### src/gss_defines.svh
`ifndef GSS_DEFINES_SVH
`define GSS_DEFINES_SVH
// register indices on the plain register port
`define GSS_ADDR_W 3
`define GSS_DATA_W 16
`define GSS_REG_MODE 3'h0
`define GSS_REG_THRESH 3'h1
`define GSS_REG_HYST 3'h2
`define GSS_REG_RET_DLY 3'h3
`define GSS_REG_BLEND 3'h4
`define GSS_REG_PIP_SEL 3'h5
`define GSS_REG_PIP_LVL 3'h6
`define GSS_REG_STATUS 3'h7
// setting limits
`define GSS_LEVEL_MAX 16'h4e20
`define GSS_TIME_MAX 16'h2710
`define GSS_MODE_MAX 16'h000a
`define GSS_PIP_MAX 16'h0004
// reset values
`define GSS_MODE_RST 4'h0
`define GSS_LEVEL_RST 16'h0000
`define GSS_TIME_RST 16'h0000
`define GSS_PIP_RST 3'h4
// gain switching modes
`define GSS_MODE_FIX1 4'h0
`define GSS_MODE_FIX2 4'h1
`define GSS_MODE_DEV 4'h6
`define GSS_MODE_CMD 4'h7
`define GSS_MODE_NOTDONE 4'h8
`define GSS_MODE_SPEED 4'h9
`define GSS_MODE_CMD_SPEED 4'ha
// speed loop selector values
`define GSS_PIP_TORQUE 3'h0
`define GSS_PIP_SPDCMD 3'h1
`define GSS_PIP_ACCEL 3'h2
`define GSS_PIP_DEV 3'h3
// status field positions
`define GSS_ST_SET2 0
`define GSS_ST_P_ONLY 1
`define GSS_ST_RETURNING 2
`define GSS_ST_WEIGHT_LSB 4
// time base: settings count in 0.1 ms
`define GSS_CLK_PERIOD_NS 5
`define GSS_TIME_UNIT_NS 100000
`define GSS_TICK_CYCLES (`GSS_TIME_UNIT_NS / `GSS_CLK_PERIOD_NS)
// blend weight full scale
`define GSS_WEIGHT_W 11
`define GSS_WEIGHT_FULL 11'h400
`endif

### src/gss_pkg.sv
`default_nettype none
package gss_pkg;
  // gain selector states
  typedef enum logic [1:0] {
    GSS_GAIN1,
    GSS_GAIN2,
    GSS_RETURN
  } gss_gain_state_e;
  // control quantity as delivered by the loops
  typedef logic signed [31:0] gss_quantity_t;
endpackage
`default_nettype wire

### src/gss_hyst_cmp.sv
`timescale 1ns/1ps
`default_nettype none
module gss_hyst_cmp (
  // clock and reset
  input wire logic core_clk,
  input wire logic rst_n,
  // compared quantity and settings
  input wire gss_pkg::gss_quantity_t value,
  input wire logic [15:0] threshold,
  input wire logic [15:0] hysteresis,
  // result
  output logic above_r
);
  logic [31:0] mag;
  logic [32:0] mag_plus_hyst;

  // magnitude and release sum
  assign mag = value[31] ? 32'(-value) : 32'(value);
  assign mag_plus_hyst = {1'b0, mag} + {17'h0, hysteresis};

  // set above threshold, release below threshold minus hysteresis
  always_ff @(posedge core_clk or negedge rst_n) begin
    if (!rst_n) begin
      above_r <= 1'b0;
    end else if (mag > {16'h0000, threshold}) begin
      above_r <= 1'b1;
    end else if (mag_plus_hyst < {17'h0, threshold}) begin
      above_r <= 1'b0;
    end
  end
endmodule // gss_hyst_cmp
`default_nettype wire

### src/gss_blend_ramp.sv
`timescale 1ns/1ps
`default_nettype none
`include "gss_defines.svh"
module gss_blend_ramp #(
  parameter int unsigned TICK_CYCLES = `GSS_TICK_CYCLES
) (
  // clock and reset
  input wire logic core_clk,
  input wire logic rst_n,
  // target set and ramp time in 0.1 ms
  input wire logic to_set2,
  input wire logic [15:0] blend_time,
  // weight of set 2, full scale means set 2 only
  output logic [`GSS_WEIGHT_W-1:0] weight_r
);
  logic [31:0] ramp_cycles;
  logic [31:0] acc_r;
  logic [31:0] acc_nxt;
  logic at_target;

  // ramp length in clock cycles and per-cycle accumulation
  assign ramp_cycles = 32'(blend_time) * 32'(TICK_CYCLES);
  assign acc_nxt = acc_r + 32'(`GSS_WEIGHT_FULL);
  assign at_target = to_set2 ? (weight_r == `GSS_WEIGHT_FULL) : (weight_r == '0);

  // one weight step each time the accumulator passes the ramp length
  always_ff @(posedge core_clk or negedge rst_n) begin
    if (!rst_n) begin
      weight_r <= '0;
      acc_r <= '0;
    end else if (at_target) begin
      acc_r <= '0;
    end else if (ramp_cycles == '0) begin
      weight_r <= to_set2 ? `GSS_WEIGHT_FULL : '0;
      acc_r <= '0;
    end else if (acc_nxt >= ramp_cycles) begin
      weight_r <= to_set2 ? weight_r + 1'b1 : weight_r - 1'b1;
      acc_r <= acc_nxt - ramp_cycles;
    end else begin
      acc_r <= acc_nxt;
    end
  end
endmodule // gss_blend_ramp
`default_nettype wire

### src/gss_gain_selector.sv
// Overview of operation
// - deviation mode: set 2 above threshold, set 1 after delay below it
// - mode 7: set 2 while position command present, set 1 after delay
// - mode 8: set 2 while positioning incomplete, set 1 after delay
// - mode 9: set 2 above speed threshold, set 1 after delay below it
// - mode 10: set 2 on command; return needs no command, low speed, delay
// - switching threshold settable 0 to 20000 in quantity counts
// - hysteresis settable 0 to 20000, same scaling, used in judging
// - return to set 1 waits settable 0 to 1000.0 ms after release
// - position gain moves between sets over settable 0 to 1000.0 ms
// - speed loop selector 0 to 4 picks the PI or P condition
// - selector 0: P only when torque command above switch level
// - selector 1: P only when speed command above switch level
// - selector 2: P only when acceleration above switch level
// - selector 3: P only when position deviation above switch level
// - selector 4: speed loop always PI
// - switch level uses same counts as the gain threshold
`timescale 1ns/1ps
`default_nettype none
`include "gss_defines.svh"
module gss_gain_selector #(
  parameter int unsigned TICK_CYCLES = `GSS_TICK_CYCLES
) (
  // clock and reset
  input wire logic core_clk,
  input wire logic rst_n,
  // register port
  input wire logic [`GSS_ADDR_W-1:0] reg_addr,
  input wire logic [`GSS_DATA_W-1:0] reg_wdata,
  input wire logic reg_wr,
  input wire logic reg_rd,
  output logic [`GSS_DATA_W-1:0] reg_rdata_r,
  // control quantities from the loops
  input wire gss_pkg::gss_quantity_t torque_cmd,
  input wire gss_pkg::gss_quantity_t speed_cmd,
  input wire gss_pkg::gss_quantity_t accel,
  input wire gss_pkg::gss_quantity_t pos_dev,
  input wire gss_pkg::gss_quantity_t actual_speed,
  input wire logic pos_cmd_active,
  input wire logic positioning_done,
  // decisions
  output logic gain_set2_r,
  output logic [`GSS_WEIGHT_W-1:0] pos_gain_weight_r,
  output logic speed_p_only_r
);
  // settings
  logic [3:0] gain_switch_mode_sel_r;
  logic [15:0] gain_switch_threshold_r;
  logic [15:0] gain_switch_hysteresis_r;
  logic [15:0] gain_return_delay_r;
  logic [15:0] position_gain_blend_time_r;
  logic [2:0] speed_loop_pi_p_selector_r;
  logic [15:0] speed_loop_switch_level_r;

  // gain selector state
  gss_pkg::gss_gain_state_e gain_state_r;
  gss_pkg::gss_gain_state_e gain_state_nxt;
  logic [31:0] tick_cnt_r;
  logic [15:0] dly_cnt_r;
  logic tick;
  logic dly_done;
  logic dev_above;
  logic spd_above;
  logic trig_hold;
  logic trig_set;
  logic [`GSS_WEIGHT_W-1:0] weight;
  logic p_only_nxt;
  logic [15:0] status;

  // clip a written value into its range
  function automatic logic [15:0] sat(input logic [15:0] v, input logic [15:0] max);
    sat = (v > max) ? max : v;
  endfunction

  // magnitude of a loop quantity above a level
  function automatic logic above(input gss_pkg::gss_quantity_t v, input logic [15:0] lvl);
    logic [31:0] m;
    m = v[31] ? 32'(-v) : 32'(v);
    above = m > {16'h0000, lvl};
  endfunction

  // settings writes, clipped to their ranges
  always_ff @(posedge core_clk or negedge rst_n) begin
    if (!rst_n) begin
      gain_switch_mode_sel_r <= `GSS_MODE_RST;
      gain_switch_threshold_r <= `GSS_LEVEL_RST;
      gain_switch_hysteresis_r <= `GSS_LEVEL_RST;
      gain_return_delay_r <= `GSS_TIME_RST;
      position_gain_blend_time_r <= `GSS_TIME_RST;
      speed_loop_pi_p_selector_r <= `GSS_PIP_RST;
      speed_loop_switch_level_r <= `GSS_LEVEL_RST;
    end else if (reg_wr) begin
      unique case (reg_addr)
        `GSS_REG_MODE: begin
          gain_switch_mode_sel_r <= 4'(sat(reg_wdata, `GSS_MODE_MAX));
        end
        `GSS_REG_THRESH: begin
          gain_switch_threshold_r <= sat(reg_wdata, `GSS_LEVEL_MAX);
        end
        `GSS_REG_HYST: begin
          gain_switch_hysteresis_r <= sat(reg_wdata, `GSS_LEVEL_MAX);
        end
        `GSS_REG_RET_DLY: begin
          gain_return_delay_r <= sat(reg_wdata, `GSS_TIME_MAX);
        end
        `GSS_REG_BLEND: begin
          position_gain_blend_time_r <= sat(reg_wdata, `GSS_TIME_MAX);
        end
        `GSS_REG_PIP_SEL: begin
          speed_loop_pi_p_selector_r <= 3'(sat(reg_wdata, `GSS_PIP_MAX));
        end
        `GSS_REG_PIP_LVL: begin
          speed_loop_switch_level_r <= sat(reg_wdata, `GSS_LEVEL_MAX);
        end
        default: begin
        end
      endcase
    end
  end

  // status word
  always_comb begin
    status = '0;
    status[`GSS_ST_SET2] = gain_set2_r;
    status[`GSS_ST_P_ONLY] = speed_p_only_r;
    status[`GSS_ST_RETURNING] = (gain_state_r == gss_pkg::GSS_RETURN);
    status[`GSS_ST_WEIGHT_LSB +: `GSS_WEIGHT_W] = pos_gain_weight_r;
  end

  // read data valid only in the cycle after the read strobe
  always_ff @(posedge core_clk or negedge rst_n) begin
    if (!rst_n) begin
      reg_rdata_r <= '0;
    end else if (reg_rd) begin
      unique case (reg_addr)
        `GSS_REG_MODE: reg_rdata_r <= {12'h000, gain_switch_mode_sel_r};
        `GSS_REG_THRESH: reg_rdata_r <= gain_switch_threshold_r;
        `GSS_REG_HYST: reg_rdata_r <= gain_switch_hysteresis_r;
        `GSS_REG_RET_DLY: reg_rdata_r <= gain_return_delay_r;
        `GSS_REG_BLEND: reg_rdata_r <= position_gain_blend_time_r;
        `GSS_REG_PIP_SEL: reg_rdata_r <= {13'h0, speed_loop_pi_p_selector_r};
        `GSS_REG_PIP_LVL: reg_rdata_r <= speed_loop_switch_level_r;
        `GSS_REG_STATUS: reg_rdata_r <= status;
      endcase
    end else begin
      reg_rdata_r <= '0;
    end
  end

  // deviation comparator with hysteresis
  gss_hyst_cmp u_dev_cmp (
    .core_clk(core_clk),
    .rst_n(rst_n),
    .value(pos_dev),
    .threshold(gain_switch_threshold_r),
    .hysteresis(gain_switch_hysteresis_r),
    .above_r(dev_above)
  );

  // actual speed comparator with hysteresis
  gss_hyst_cmp u_spd_cmp (
    .core_clk(core_clk),
    .rst_n(rst_n),
    .value(actual_speed),
    .threshold(gain_switch_threshold_r),
    .hysteresis(gain_switch_hysteresis_r),
    .above_r(spd_above)
  );

  // conditions that enter and hold the second gain set
  // mode 10 enters on a command only, speed merely delays the return
  always_comb begin
    trig_set = 1'b0;
    trig_hold = 1'b0;
    unique case (gain_switch_mode_sel_r)
      `GSS_MODE_DEV: begin
        trig_set = dev_above;
        trig_hold = dev_above;
      end
      `GSS_MODE_CMD: begin
        trig_set = pos_cmd_active;
        trig_hold = pos_cmd_active;
      end
      `GSS_MODE_NOTDONE: begin
        trig_set = !positioning_done;
        trig_hold = !positioning_done;
      end
      `GSS_MODE_SPEED: begin
        trig_set = spd_above;
        trig_hold = spd_above;
      end
      `GSS_MODE_CMD_SPEED: begin
        trig_set = pos_cmd_active;
        trig_hold = pos_cmd_active || spd_above;
      end
      default: begin
        trig_set = 1'b0;
        trig_hold = 1'b0;
      end
    endcase
  end

  // 0.1 ms time base, restarted when the return delay starts
  assign tick = (tick_cnt_r == 32'(TICK_CYCLES - 1));
  always_ff @(posedge core_clk or negedge rst_n) begin
    if (!rst_n) begin
      tick_cnt_r <= '0;
    end else if (gain_state_r != gss_pkg::GSS_RETURN || tick) begin
      tick_cnt_r <= '0;
    end else begin
      tick_cnt_r <= tick_cnt_r + 32'h0000_0001;
    end
  end

  // elapsed return delay in 0.1 ms
  assign dly_done = (dly_cnt_r >= gain_return_delay_r);
  always_ff @(posedge core_clk or negedge rst_n) begin
    if (!rst_n) begin
      dly_cnt_r <= '0;
    end else if (gain_state_r != gss_pkg::GSS_RETURN) begin
      dly_cnt_r <= '0;
    end else if (tick && !dly_done) begin
      dly_cnt_r <= dly_cnt_r + 16'h0001;
    end
  end

  // gain set state machine
  always_comb begin
    gain_state_nxt = gain_state_r;
    if (gain_switch_mode_sel_r == `GSS_MODE_FIX1) begin
      gain_state_nxt = gss_pkg::GSS_GAIN1;
    end else if (gain_switch_mode_sel_r == `GSS_MODE_FIX2) begin
      gain_state_nxt = gss_pkg::GSS_GAIN2;
    end else begin
      unique case (gain_state_r)
        gss_pkg::GSS_GAIN1: begin
          if (trig_set) begin
            gain_state_nxt = gss_pkg::GSS_GAIN2;
          end
        end
        gss_pkg::GSS_GAIN2: begin
          if (!trig_hold) begin
            gain_state_nxt = (gain_return_delay_r == '0) ? gss_pkg::GSS_GAIN1 :
                             gss_pkg::GSS_RETURN;
          end
        end
        gss_pkg::GSS_RETURN: begin
          if (trig_hold) begin
            gain_state_nxt = gss_pkg::GSS_GAIN2;
          end else if (dly_done) begin
            gain_state_nxt = gss_pkg::GSS_GAIN1;
          end
        end
        default: begin
          gain_state_nxt = gss_pkg::GSS_GAIN1;
        end
      endcase
    end
  end

  // state and gain select output
  always_ff @(posedge core_clk or negedge rst_n) begin
    if (!rst_n) begin
      gain_state_r <= gss_pkg::GSS_GAIN1;
      gain_set2_r <= 1'b0;
    end else begin
      gain_state_r <= gain_state_nxt;
      gain_set2_r <= (gain_state_nxt != gss_pkg::GSS_GAIN1);
    end
  end

  // smooth position gain changeover
  gss_blend_ramp #(
    .TICK_CYCLES(TICK_CYCLES)
  ) u_blend (
    .core_clk(core_clk),
    .rst_n(rst_n),
    .to_set2(gain_set2_r),
    .blend_time(position_gain_blend_time_r),
    .weight_r(weight)
  );

  // registered copy of the blend weight for the output
  always_ff @(posedge core_clk or negedge rst_n) begin
    if (!rst_n) begin
      pos_gain_weight_r <= '0;
    end else begin
      pos_gain_weight_r <= weight;
    end
  end

  // speed loop PI or P decision
  always_comb begin
    unique case (speed_loop_pi_p_selector_r)
      `GSS_PIP_TORQUE: p_only_nxt = above(torque_cmd, speed_loop_switch_level_r);
      `GSS_PIP_SPDCMD: p_only_nxt = above(speed_cmd, speed_loop_switch_level_r);
      `GSS_PIP_ACCEL: p_only_nxt = above(accel, speed_loop_switch_level_r);
      `GSS_PIP_DEV: p_only_nxt = above(pos_dev, speed_loop_switch_level_r);
      default: p_only_nxt = 1'b0;
    endcase
  end

  // registered speed loop mode, high means P only
  always_ff @(posedge core_clk or negedge rst_n) begin
    if (!rst_n) begin
      speed_p_only_r <= 1'b0;
    end else begin
      speed_p_only_r <= p_only_nxt;
    end
  end
endmodule // gss_gain_selector
`default_nettype wire

### config.mk
export PLATFORM = sky130hd
export DESIGN_NAME = gss_gain_selector
export DESIGN_NICKNAME = d
export VERILOG_FILES = /design/src/gss_pkg.sv /design/src/gss_hyst_cmp.sv /design/src/gss_blend_ramp.sv /design/src/gss_gain_selector.sv
export VERILOG_INCLUDE_DIRS = /design/src /design/src/src
export SDC_FILE = /design/constraint.sdc
export NUM_CORES = 1
export LEC_CHECK = 0
export BUFFER_PORTS_ARGS = -buffer_cell sky130_fd_sc_hd__buf_2
export CORE_UTILIZATION = 62
export CTS_BUF_LIST = sky130_fd_sc_hd__clkbuf_8
export DETAILED_ROUTE_END_ITERATION = 7
export PLACE_DENSITY = 0.81
export SLEW_MARGIN = 40
export SYNTH_ARGS = -nofsm -noshare
export SYNTH_HDL_FRONTEND = slang
export SYNTH_HIERARCHICAL = 1
export SYNTH_SLANG_ARGS = --single-unit
### constraint.sdc
create_clock -name core_clk -period 12.9 [get_ports core_clk]
set_input_delay 2.58 -clock core_clk [delete_from_list [all_inputs] [get_ports core_clk]]
set_output_delay 2.58 -clock core_clk [all_outputs]
set_load 0.02 [all_outputs]
==> results.md, run 1 <==
* Final period utilization at 0.583
* Design Area, Final at 25700 µm²
* Max VDD drop at 0.315 mV
* Worst-Margin Slew at 0.936 ns
* Cell variety after synth at 98
* Layout area overhead at 9.65%
* Worst setup path class: flip-flop to flip-flop
* CP startpoint kind: flip-flop
* Worst setup EP type: flip-flop
* MaxCap Viol Count at 0
* Seq cells post-synth at around 210
* Critical path arrival at 7.94 ns
* Total track usage at 0.376
* Async set-reset flop share out of synthesis at 1.00
* Critical path fanouts, max at between 60 and 70
* CTS resizes at 0
* DP HPWL at between 50000 and 60000 µm
* Clk_lat worst skew at approximately 0.55 ns
* WP data required at 13.32 ns
* Hold depth at 0
* GP Congestion at ~1.0
* Synth Instances at 2900
* FP Rows at 70
* CP peak stage delay at between 0.6 and 0.7 ns
* Layout cells sized above 1 at 0.114
* Die area at 38600 µm²
* Mux contribution to synthesized area at 0.0199
* Hold Crit Class: flip-flop to flip-flop
* Synth Area in Simple Gates at 0.228
* Post-Syn Area at 23500 µm²
* Dpl ws at 5.45 ns
* Final wirelength at around 74000 µm
* Most frequent cell on the critical path: ha_1
* First-pass GRT wire length at about 120000 µm
* Cell count along the critical path at 22
* DR DRC count at 0
* Initial antenna violation count at 4
* Final min period at 7.52 ns
* Inserted Clock Buffers at 35
* Worst R2R Path Depth at 22
* Drt pass-1 iters at 7
* Top FF cell, synth: dfrtp_1
* Final nets at 3599
* Die Span X at 197 µm
* Peak Freq at 0.133 GHz
* Core area at ~37000 µm²
* Slowest CP cell: dfrtp_1
* Total power at 4.75 mW
* Power per Cell Area at 185 nW/µm²
* Buf/Inv on CP at 2
* Post-CTS repair timing setup buffer count at 0
* Clk root buf: clkbuf_8
* Skew final at 0.0208 ns
* IO Pins at 214
* Adder-Cell Fraction of Synth Area at 0.192
* Leakage power at 11.5 nW
* Sequential fraction of the synthesis area at 0.220
* Port bufs at 213
* Final hold vios at 0
* Largest family of logic cells by synthesized area: simple AND/OR/NAND/NOR gates
* Final setup vio count at 0
* Syn nets at roughly 3400
* Xor/xnor cell area share of the yosys netlist at 0.0787
* CP delay by family, top: adder cells
* Crit path cell chain: fa_1, ha_1, fa_1, ha_1, fa_1, ha_1, a211o_1, a21o_1, or3b_1, o21ai_0, xnor2_1, inv_1, ha_1, nand3_1, nor4_1, a2111oi_0, or3_1, o311a_2, buf_4, a311oi_1, xor2_1, nor2_2
* Die Ht at 197 µm
* Synth Area in Compound Gates at 0.217
* Unrepaired setup endpoints after global routing: no
* Via/cell ratio at 6.55
* CTS H-tree depth at 2
* Post-synth EDFFs at 0
* Grt ovf at 0
* CTS sink cnt at 206
* Final WS setup at 5.38 ns
* Final core utilization at 0.696
* DR vias at 23600
* Largest net degree at the start of global routing at 121
* Status: completed
* Vias in the first global route at ~22000
* Slew Limit Headroom at 0.370
* Placement-stage cell area at between 20000 and 25000 µm²
* Yosys warnings at 6
* Initial core utilization at 0.635
* CTS tree: done
* CTS Hold Buffers Added at 0
* Max-slew violations at 0
* Per-cell routed wire length at 20.5 µm
* Clock-pin slew on the worst setup and hold paths at 0.08 ns
* Clock Tree Buf Depth at 3
* Routed Antenna Nets at 0
* Syn Area/Cell at ~8.1 µm²
* DRT iter0 DRCs at approximately 1900
* Post-Route Setup TNS at 0 ns
[worst paths after layout]
path | start | to | slack, ns
setup / recovery | position_gain_blend_time_r[9] | u_blend/acc_r[31] | 5.38
setup reg to reg | position_gain_blend_time_r[9] | u_blend/acc_r[31] | 5.38
min in group asynchronous | rst_n | u_blend/acc_r[22] | 1.98
hold reg to reg | u_blend/weight_r[2] | pos_gain_weight_r[2] | 0.45
max in group asynchronous | rst_n | speed_loop_switch_level_r[0] | 9.76
hold / removal | u_blend/weight_r[2] | pos_gain_weight_r[2] | 0.45
[state kept, by name (all words and copies together) (netlist names), 2 cells and up]
signal	cells
gain_switch_hysteresis_r	16
gain_switch_threshold_r	16
position_gain_blend_time_r	16
reg_rdata_r	16
speed_loop_switch_level_r	16
gain_switch_mode_sel_r	4
gain_return_delay_r	16
u_blend/weight_r	11
dly_cnt_r	16
speed_loop_pi_p_selector_r	3
tick_cnt_r	32
pos_gain_weight_r	11
gain_state_r	2
u_blend/acc_r	27
[per-layer routing]
metal,routed length (µm),part of all wire,global-route usage,vias to the layer above
met1,29600,0.40,0.480,11200
met3,5780,0.078,0.0513,217
met5,0,0,0,-
li1,-,-,-,11100
met2,34700,0.47,0.630,1114
met4,3710,0.050,0.180,0
[final cells by class]
class | instances | area [µm²]
diodes | 3 | 7.51
clock buffers | 41 | 564
clock inverters | 18 | 173
fillers | 3071 | 11200
inverters | 190 | 713
multi-input cells | 2423 | 17300
flip-flops and latches | 206 | 5160
well taps | 504 | 631
repair buffers | 221 | 1150
[kinds of logic after synthesis]
group                    Yosys count
multiplexers                      43
AND/OR/NAND/NOR                 1052
buffers and inverters            271
adder cells (fa/ha/maj)          337
AO/OA/AOI/OAI                    780
flip-flops                       206
XOR/XNOR                         211
[stage by stage]
step | std cells | hold WS, ns
after floorplan | 2900 | 0.390
after global placement | 3544 | 0.441
after detailed placement | 3544 | 0.443
after CTS | 3603 | 0.452
after global routing | 3606 | 0.466
final | 3606 | 0.452
[cells in the mapped netlist, types with 14 or more instances]
cell,count,share of area
o31ai_1,36,0.012
dfrtp_1,205,0.22
nor2b_1,39,0.010
nor4_1,69,0.018
nor2_1,228,0.036
a21o_1,74,0.024
and2_1,15,0.0040
fa_1,39,0.033
inv_1,189,0.030
a21oi_1,167,0.036
nand2_1,287,0.046
o21ai_0,220,0.047
nand3_1,76,0.016
xnor2_1,146,0.054
or3_1,29,0.0077
ha_1,298,0.16
o211ai_1,27,0.0086
o22ai_1,14,0.0037
a31oi_1,38,0.010
nand2b_1,38,0.010
or4_1,18,0.0058
clkbuf_1,67,0.011
nor3_1,82,0.017
xor2_1,65,0.024
mux2i_1,32,0.014
a211oi_1,25,0.0080
nand4_1,67,0.018
and3_1,21,0.0056
[report_power, final]
group          switching [mW]  leakage (nW)  internal, mW  total, mW
clock                   0.289         0.394         0.352      0.641
sequential              0.188          2.67         0.794      0.981
combinational            1.85          8.44          1.28       3.13
total                    2.33          11.5          2.42       4.75
[cell usage in the layout, fill, tap and decap left out, drive strengths merged, types with 14 or more instances in the layout]
master and instances:
ha 298, nand2 287, nor2 230, o21ai 221, buf 219, dfrtp 205, inv 196, a21oi 167
xnor2 146, nor3 84, nand3 76, a21o 74, nor4 73, nand4 69, xor2 65, clkbuf 43
nor2b 39, fa 39, nand2b 38, a31oi 38, o31ai 36, mux2i 32, or3 32, o211ai 27
a211oi 26, or4 24, and3 21, or2 17, and2 15, o22ai 14, o41ai 14
Power figures use the tool's default switching activity.
==> run 2, diff against run 1 <==
--- a/config.mk
+++ b/config.mk
@@ -6,11 +6,12 @@
 export SDC_FILE = /design/constraint.sdc
 export NUM_CORES = 1
 export LEC_CHECK = 0
+export ABC_AREA = 1
 export BUFFER_PORTS_ARGS = -buffer_cell sky130_fd_sc_hd__buf_2
 export CORE_UTILIZATION = 62
 export CTS_BUF_LIST = sky130_fd_sc_hd__clkbuf_8
 export DETAILED_ROUTE_END_ITERATION = 7
-export PLACE_DENSITY = 0.81
+export PLACE_DENSITY = 0.8
 export SLEW_MARGIN = 40
 export SYNTH_ARGS = -nofsm -noshare
 export SYNTH_HDL_FRONTEND = slang
==> constraint.sdc (replaced) <==
create_clock -name core_clk -period 7.01 [get_ports core_clk]
set_input_delay 1.402 -clock core_clk [delete_from_list [all_inputs] [get_ports core_clk]]
set_output_delay 1.402 -clock core_clk [all_outputs]
set_load 0.02 [all_outputs]
==> run 2 against run 1 <==
Compared with the run above:
- die area grew 15%
- combinational power is 100% higher
- hold slack worse by 0.0021 ns
- sequential cell count is the same
- via count up 21%
- clock-buffer cell count up 1
- cell count is 41% higher
- clock skew is essentially flat
- fmax increased by 25%
- synthesized area grew 15%
- critical endpoint is now u_blend/acc_r[22]
- largest power group unchanged
==> results.md, run 2 <==
* Status: completed (unchanged)
* Max-slew violations at 0 (unchanged)
* Clock Tree Buf Depth at 3 (unchanged)
* Most flops, register: tick_cnt_r (unchanged)
* IO Pins at 214 (unchanged)
* Final min period at 6.02 ns (was 7.52 ns)
* Final period utilization at 0.859 (was 0.583)
* Skew final at 0.0208 ns (about the same)
* Fillers at 4123 (was 3071)
* Layout area overhead at 8.75% (was 9.65%)
* Clk_lat worst skew at 0.56 ns (was 0.55 ns)
* Synth Instances at 4248 (was 2900)
* CTS resizes at 0 (unchanged)
* Seq cells post-synth at 206 (unchanged)
* Gate power share at 0.689 (was 0.659)
* Buf/Inv on CP at 4 (was 2)
* Final wirelength at 81900 µm (was 73800 µm)
* Routed Antenna Nets at 0 (unchanged)
* Largest net degree at the start of global routing at 80 (was 121)
* Final WS setup at 0.986 ns (was 5.38 ns)
* DRT iter0 DRCs at 2566 (was 1911)
* Top FF cell, synth: dfrtp_1 (unchanged)
* Slew Limit Headroom at 0.517 (was 0.370)
* Critical path arrival at 6.51 ns (was 7.94 ns)
* WP data required at 7.49 ns (was 13.32 ns)
* Worst setup path class: flip-flop to flip-flop (unchanged)
* Design Area, Final at 29400 µm² (was 25700 µm²)
* Max VDD drop at 0.577 mV (was 0.315 mV)
* Initial core utilization at 0.628 (was 0.635)
* Post-Syn Area at 27000 µm² (was 23500 µm²)
* First-pass GRT wire length at 131000 µm (was 116000 µm)
* Unrepaired setup endpoints after global routing: no (unchanged)
* DR DRC count at 0 (unchanged)
* Pint at 4.36 mW (was 2.42 mW)
* Core area at 43000 µm² (was 37000 µm²)
* Largest regs: tick_cnt_r (32), u_blend/acc_r (27) (unchanged)
* DP HPWL at 67100 µm (was 57700 µm)
* Reg power frac at 0.188 (was 0.206)
* CP startpoint kind: flip-flop (unchanged)
* Die Span X at 211 µm (was 197 µm)
* Cell variety after synth at 68 (was 98)
* Slowest CP cell: fa_1 (was dfrtp_1)
* CTS Hold Buffers Added at 0 (unchanged)
* MaxCap Viol Count at 0 (unchanged)
* Area leader, netlist: dfrtp_1 (unchanged)
* Die area at 44400 µm² (was 38600 µm²)
* Critical path fanouts, max at 45 (was 63)
* Hold Crit Class: flip-flop to flip-flop (unchanged)
* Dpl ws at 0.989 ns (was 5.45 ns)
* Total track usage at 0.364 (was 0.376)
* Power per Cell Area at 315 nW/µm² (was 185 nW/µm²)
* Post-Route Setup TNS at 0 ns (unchanged)
* Share of the synthesized area in the top cell type at 0.190 (was 0.219)
* Top-count cell post-synth: nand2_1 (was ha_1)
* Syn nets at 4770 (was 3422)
* Leakage power at 15.3 nW (was 11.5 nW)
* CTS H-tree depth at 2 (unchanged)
* FP Rows at 76 (was 70)
* Syn Area/Cell at 6.35 µm² (was 8.10 µm²)
* CP peak stage delay at 0.53 ns (was 0.62 ns)
* Synth cell count leaders: nand2_1, inv_1, nor2_1, ha_1, nand3_1 (was ha_1, nand2_1, nor2_1, o21ai_0, dfrtp_1)
* GP Congestion at 1.01 (about the same)
* Final hold vios at 0 (unchanged)
* Peak Freq at 0.166 GHz (was 0.133 GHz)
* Async set-reset flop share out of synthesis at 1.00 (unchanged)
* Area occupied by multi-input gates at 19200 µm² (was 17300 µm²)
* Most common cell after layout, fill and taps aside: nand2_1 (was ha_1)
* CTS sink cnt at 206 (unchanged)
* DR vias at 28600 (was 23600)
* Commonest cells after routing, fill and taps aside: nand2_1, inv_1, nor2_1, ha_1, nand3_1 (was ha_1, nand2_1, nor2_1, o21ai_0, buf_2)
* Synth top area cells: dfrtp_1, nand2_1, ha_1 (was dfrtp_1, ha_1, xnor2_1)
* Worst-Margin Slew at 0.723 ns (was 0.936 ns)
* Clock-pin slew on the worst setup and hold paths at 0.06 ns (was 0.08 ns)
* Sequential fraction of the synthesis area at 0.191 (was 0.220)
* Per-cell routed wire length at 16.2 µm (was 20.5 µm)
* Initial antenna violation count at 8 (was 4)
* Post-synth EDFFs at 0 (unchanged)
* Die Ht at 211 µm (was 197 µm)
* Grt ovf at 0 (unchanged)
* Worst setup EP type: flip-flop (unchanged)
* Sw power at 4.89 mW (was 2.33 mW)
* Most frequent cell on the critical path: nand2_1 (was ha_1)
* CTS tree: done (unchanged)
* Placement-stage cell area at 28600 µm² (was 25000 µm²)
* Final setup vio count at 0 (unchanged)
* Switching share of power at 0.528 (was 0.490)
* Clk root buf: clkbuf_8 (unchanged)
* Register Area at 5160 µm² (unchanged)
* Clk pwr share at 0.123 (was 0.135)
* Drt pass-1 iters at 6 (was 7)
* CP delay by family, top: adder cells (unchanged)
* Inserted Clock Buffers at 36 (was 35)
* Layout cells sized above 1 at 0.0900 (was 0.114)
* Max FFs per register at 32 (unchanged)
* Yosys warnings at 6 (unchanged)
* Final nets at 4973 (was 3599)
* Via/cell ratio at 5.64 (was 6.55)
* Vias in the first global route at 26000 (was 22400)
* Post-CTS repair timing setup buffer count at 0 (unchanged)
* Port bufs at 213 (unchanged)
-- run 2: cell types whose count changed after synthesis, moves of 68 or more --
cell     before   now
a21o_1       74     6
nand3_1      76   290
nor2_1      228   498
xnor2_1     146    69
inv_1       189   630
nand2_1     287  1150
-- run 2: worst reg2reg max path: cells and delay by family, from the launching register on --
family | cells | cell delay [ns]
fa+ha+maj | 7 | 2.87
flops | 1 | 0.52
simple gates | 10 | 0.87
buf+inv | 4 | 0.48
compound gates | 6 | 1.24
-- run 2: worst paths after layout --
kind | startpoint | to | slack [ns] | cells after the start
worst max register to register | position_gain_blend_time_r[5] | u_blend/acc_r[22] | 0.99 | 27
max in group asynchronous | rst_n | reg_rdata_r[3] | 5.11 | 2
worst min register to register | u_blend/weight_r[7] | pos_gain_weight_r[7] | 0.45 | 0
worst min-delay path | u_blend/weight_r[7] | pos_gain_weight_r[7] | 0.45 | 0
min in group asynchronous | rst_n | u_blend/acc_r[22] | 0.80 | 1
worst max-delay path | position_gain_blend_time_r[5] | u_blend/acc_r[22] | 0.99 | 27
-- run 2: power by group through the flow --
| stage | clock [mW] | sequential (mW) | combinational, mW |
|---|---|---|---|
| finish | 1.14 | 1.74 | 6.37 |
| global route | 1.20 | 1.76 | 7.21 |
| CTS | 1.15 | 1.73 | 6.28 |
| detailed placement | 0 | 1.75 | 6.23 |
| global placement | 0 | 1.75 | 6.14 |
| floorplan | 0 | 1.69 | 4.75 |
-- run 2: through the flow --
step                total power, mW  instances  utilization  hold WS, ns
global placement               7.89       4997        0.665        0.425
floorplan                      6.43       4248            -        0.390
global route                   10.2       5066        0.683        0.457
CTS                            9.16       5061        0.682        0.443
detailed placement             7.98       4998        0.666        0.427
finish                         9.25       5067        0.683        0.450
-- run 2: routing by layer --
layer | track usage | share of wire | vias to the layer above
li1 | - | - | 14300
met4 | 0.138 | 0.039 | 6
met1 | 0.493 | 0.44 | 13100
met2 | 0.590 | 0.45 | 1064
met3 | 0.0483 | 0.072 | 207
met5 | 0 | 0.00041 | -
-- run 2: kinds of logic after synthesis --
family                     after synthesis  synth area share
AOI/OAI and AO/OA                      542             0.115
xor gates and xnor gates               182            0.0590
adders and majority gates              337             0.167
buffers and inverters                  697            0.0989
DFF                                    206             0.191
and+or+nand+nor                       2284             0.369
-- run 2: cell type report --
| type | instances | area share |
|---|---|---|
| clock inverter | 21 | 0.00465 |
| multi-input combinational | 3345 | 0.653 |
| sequential | 206 | 0.176 |
| tap | 585 | 0.0249 |
| timing repair buffer | 222 | 0.0393 |
| antenna | 6 | 0.000511 |
| clock buffer | 42 | 0.0197 |
| inverter | 640 | 0.0819 |
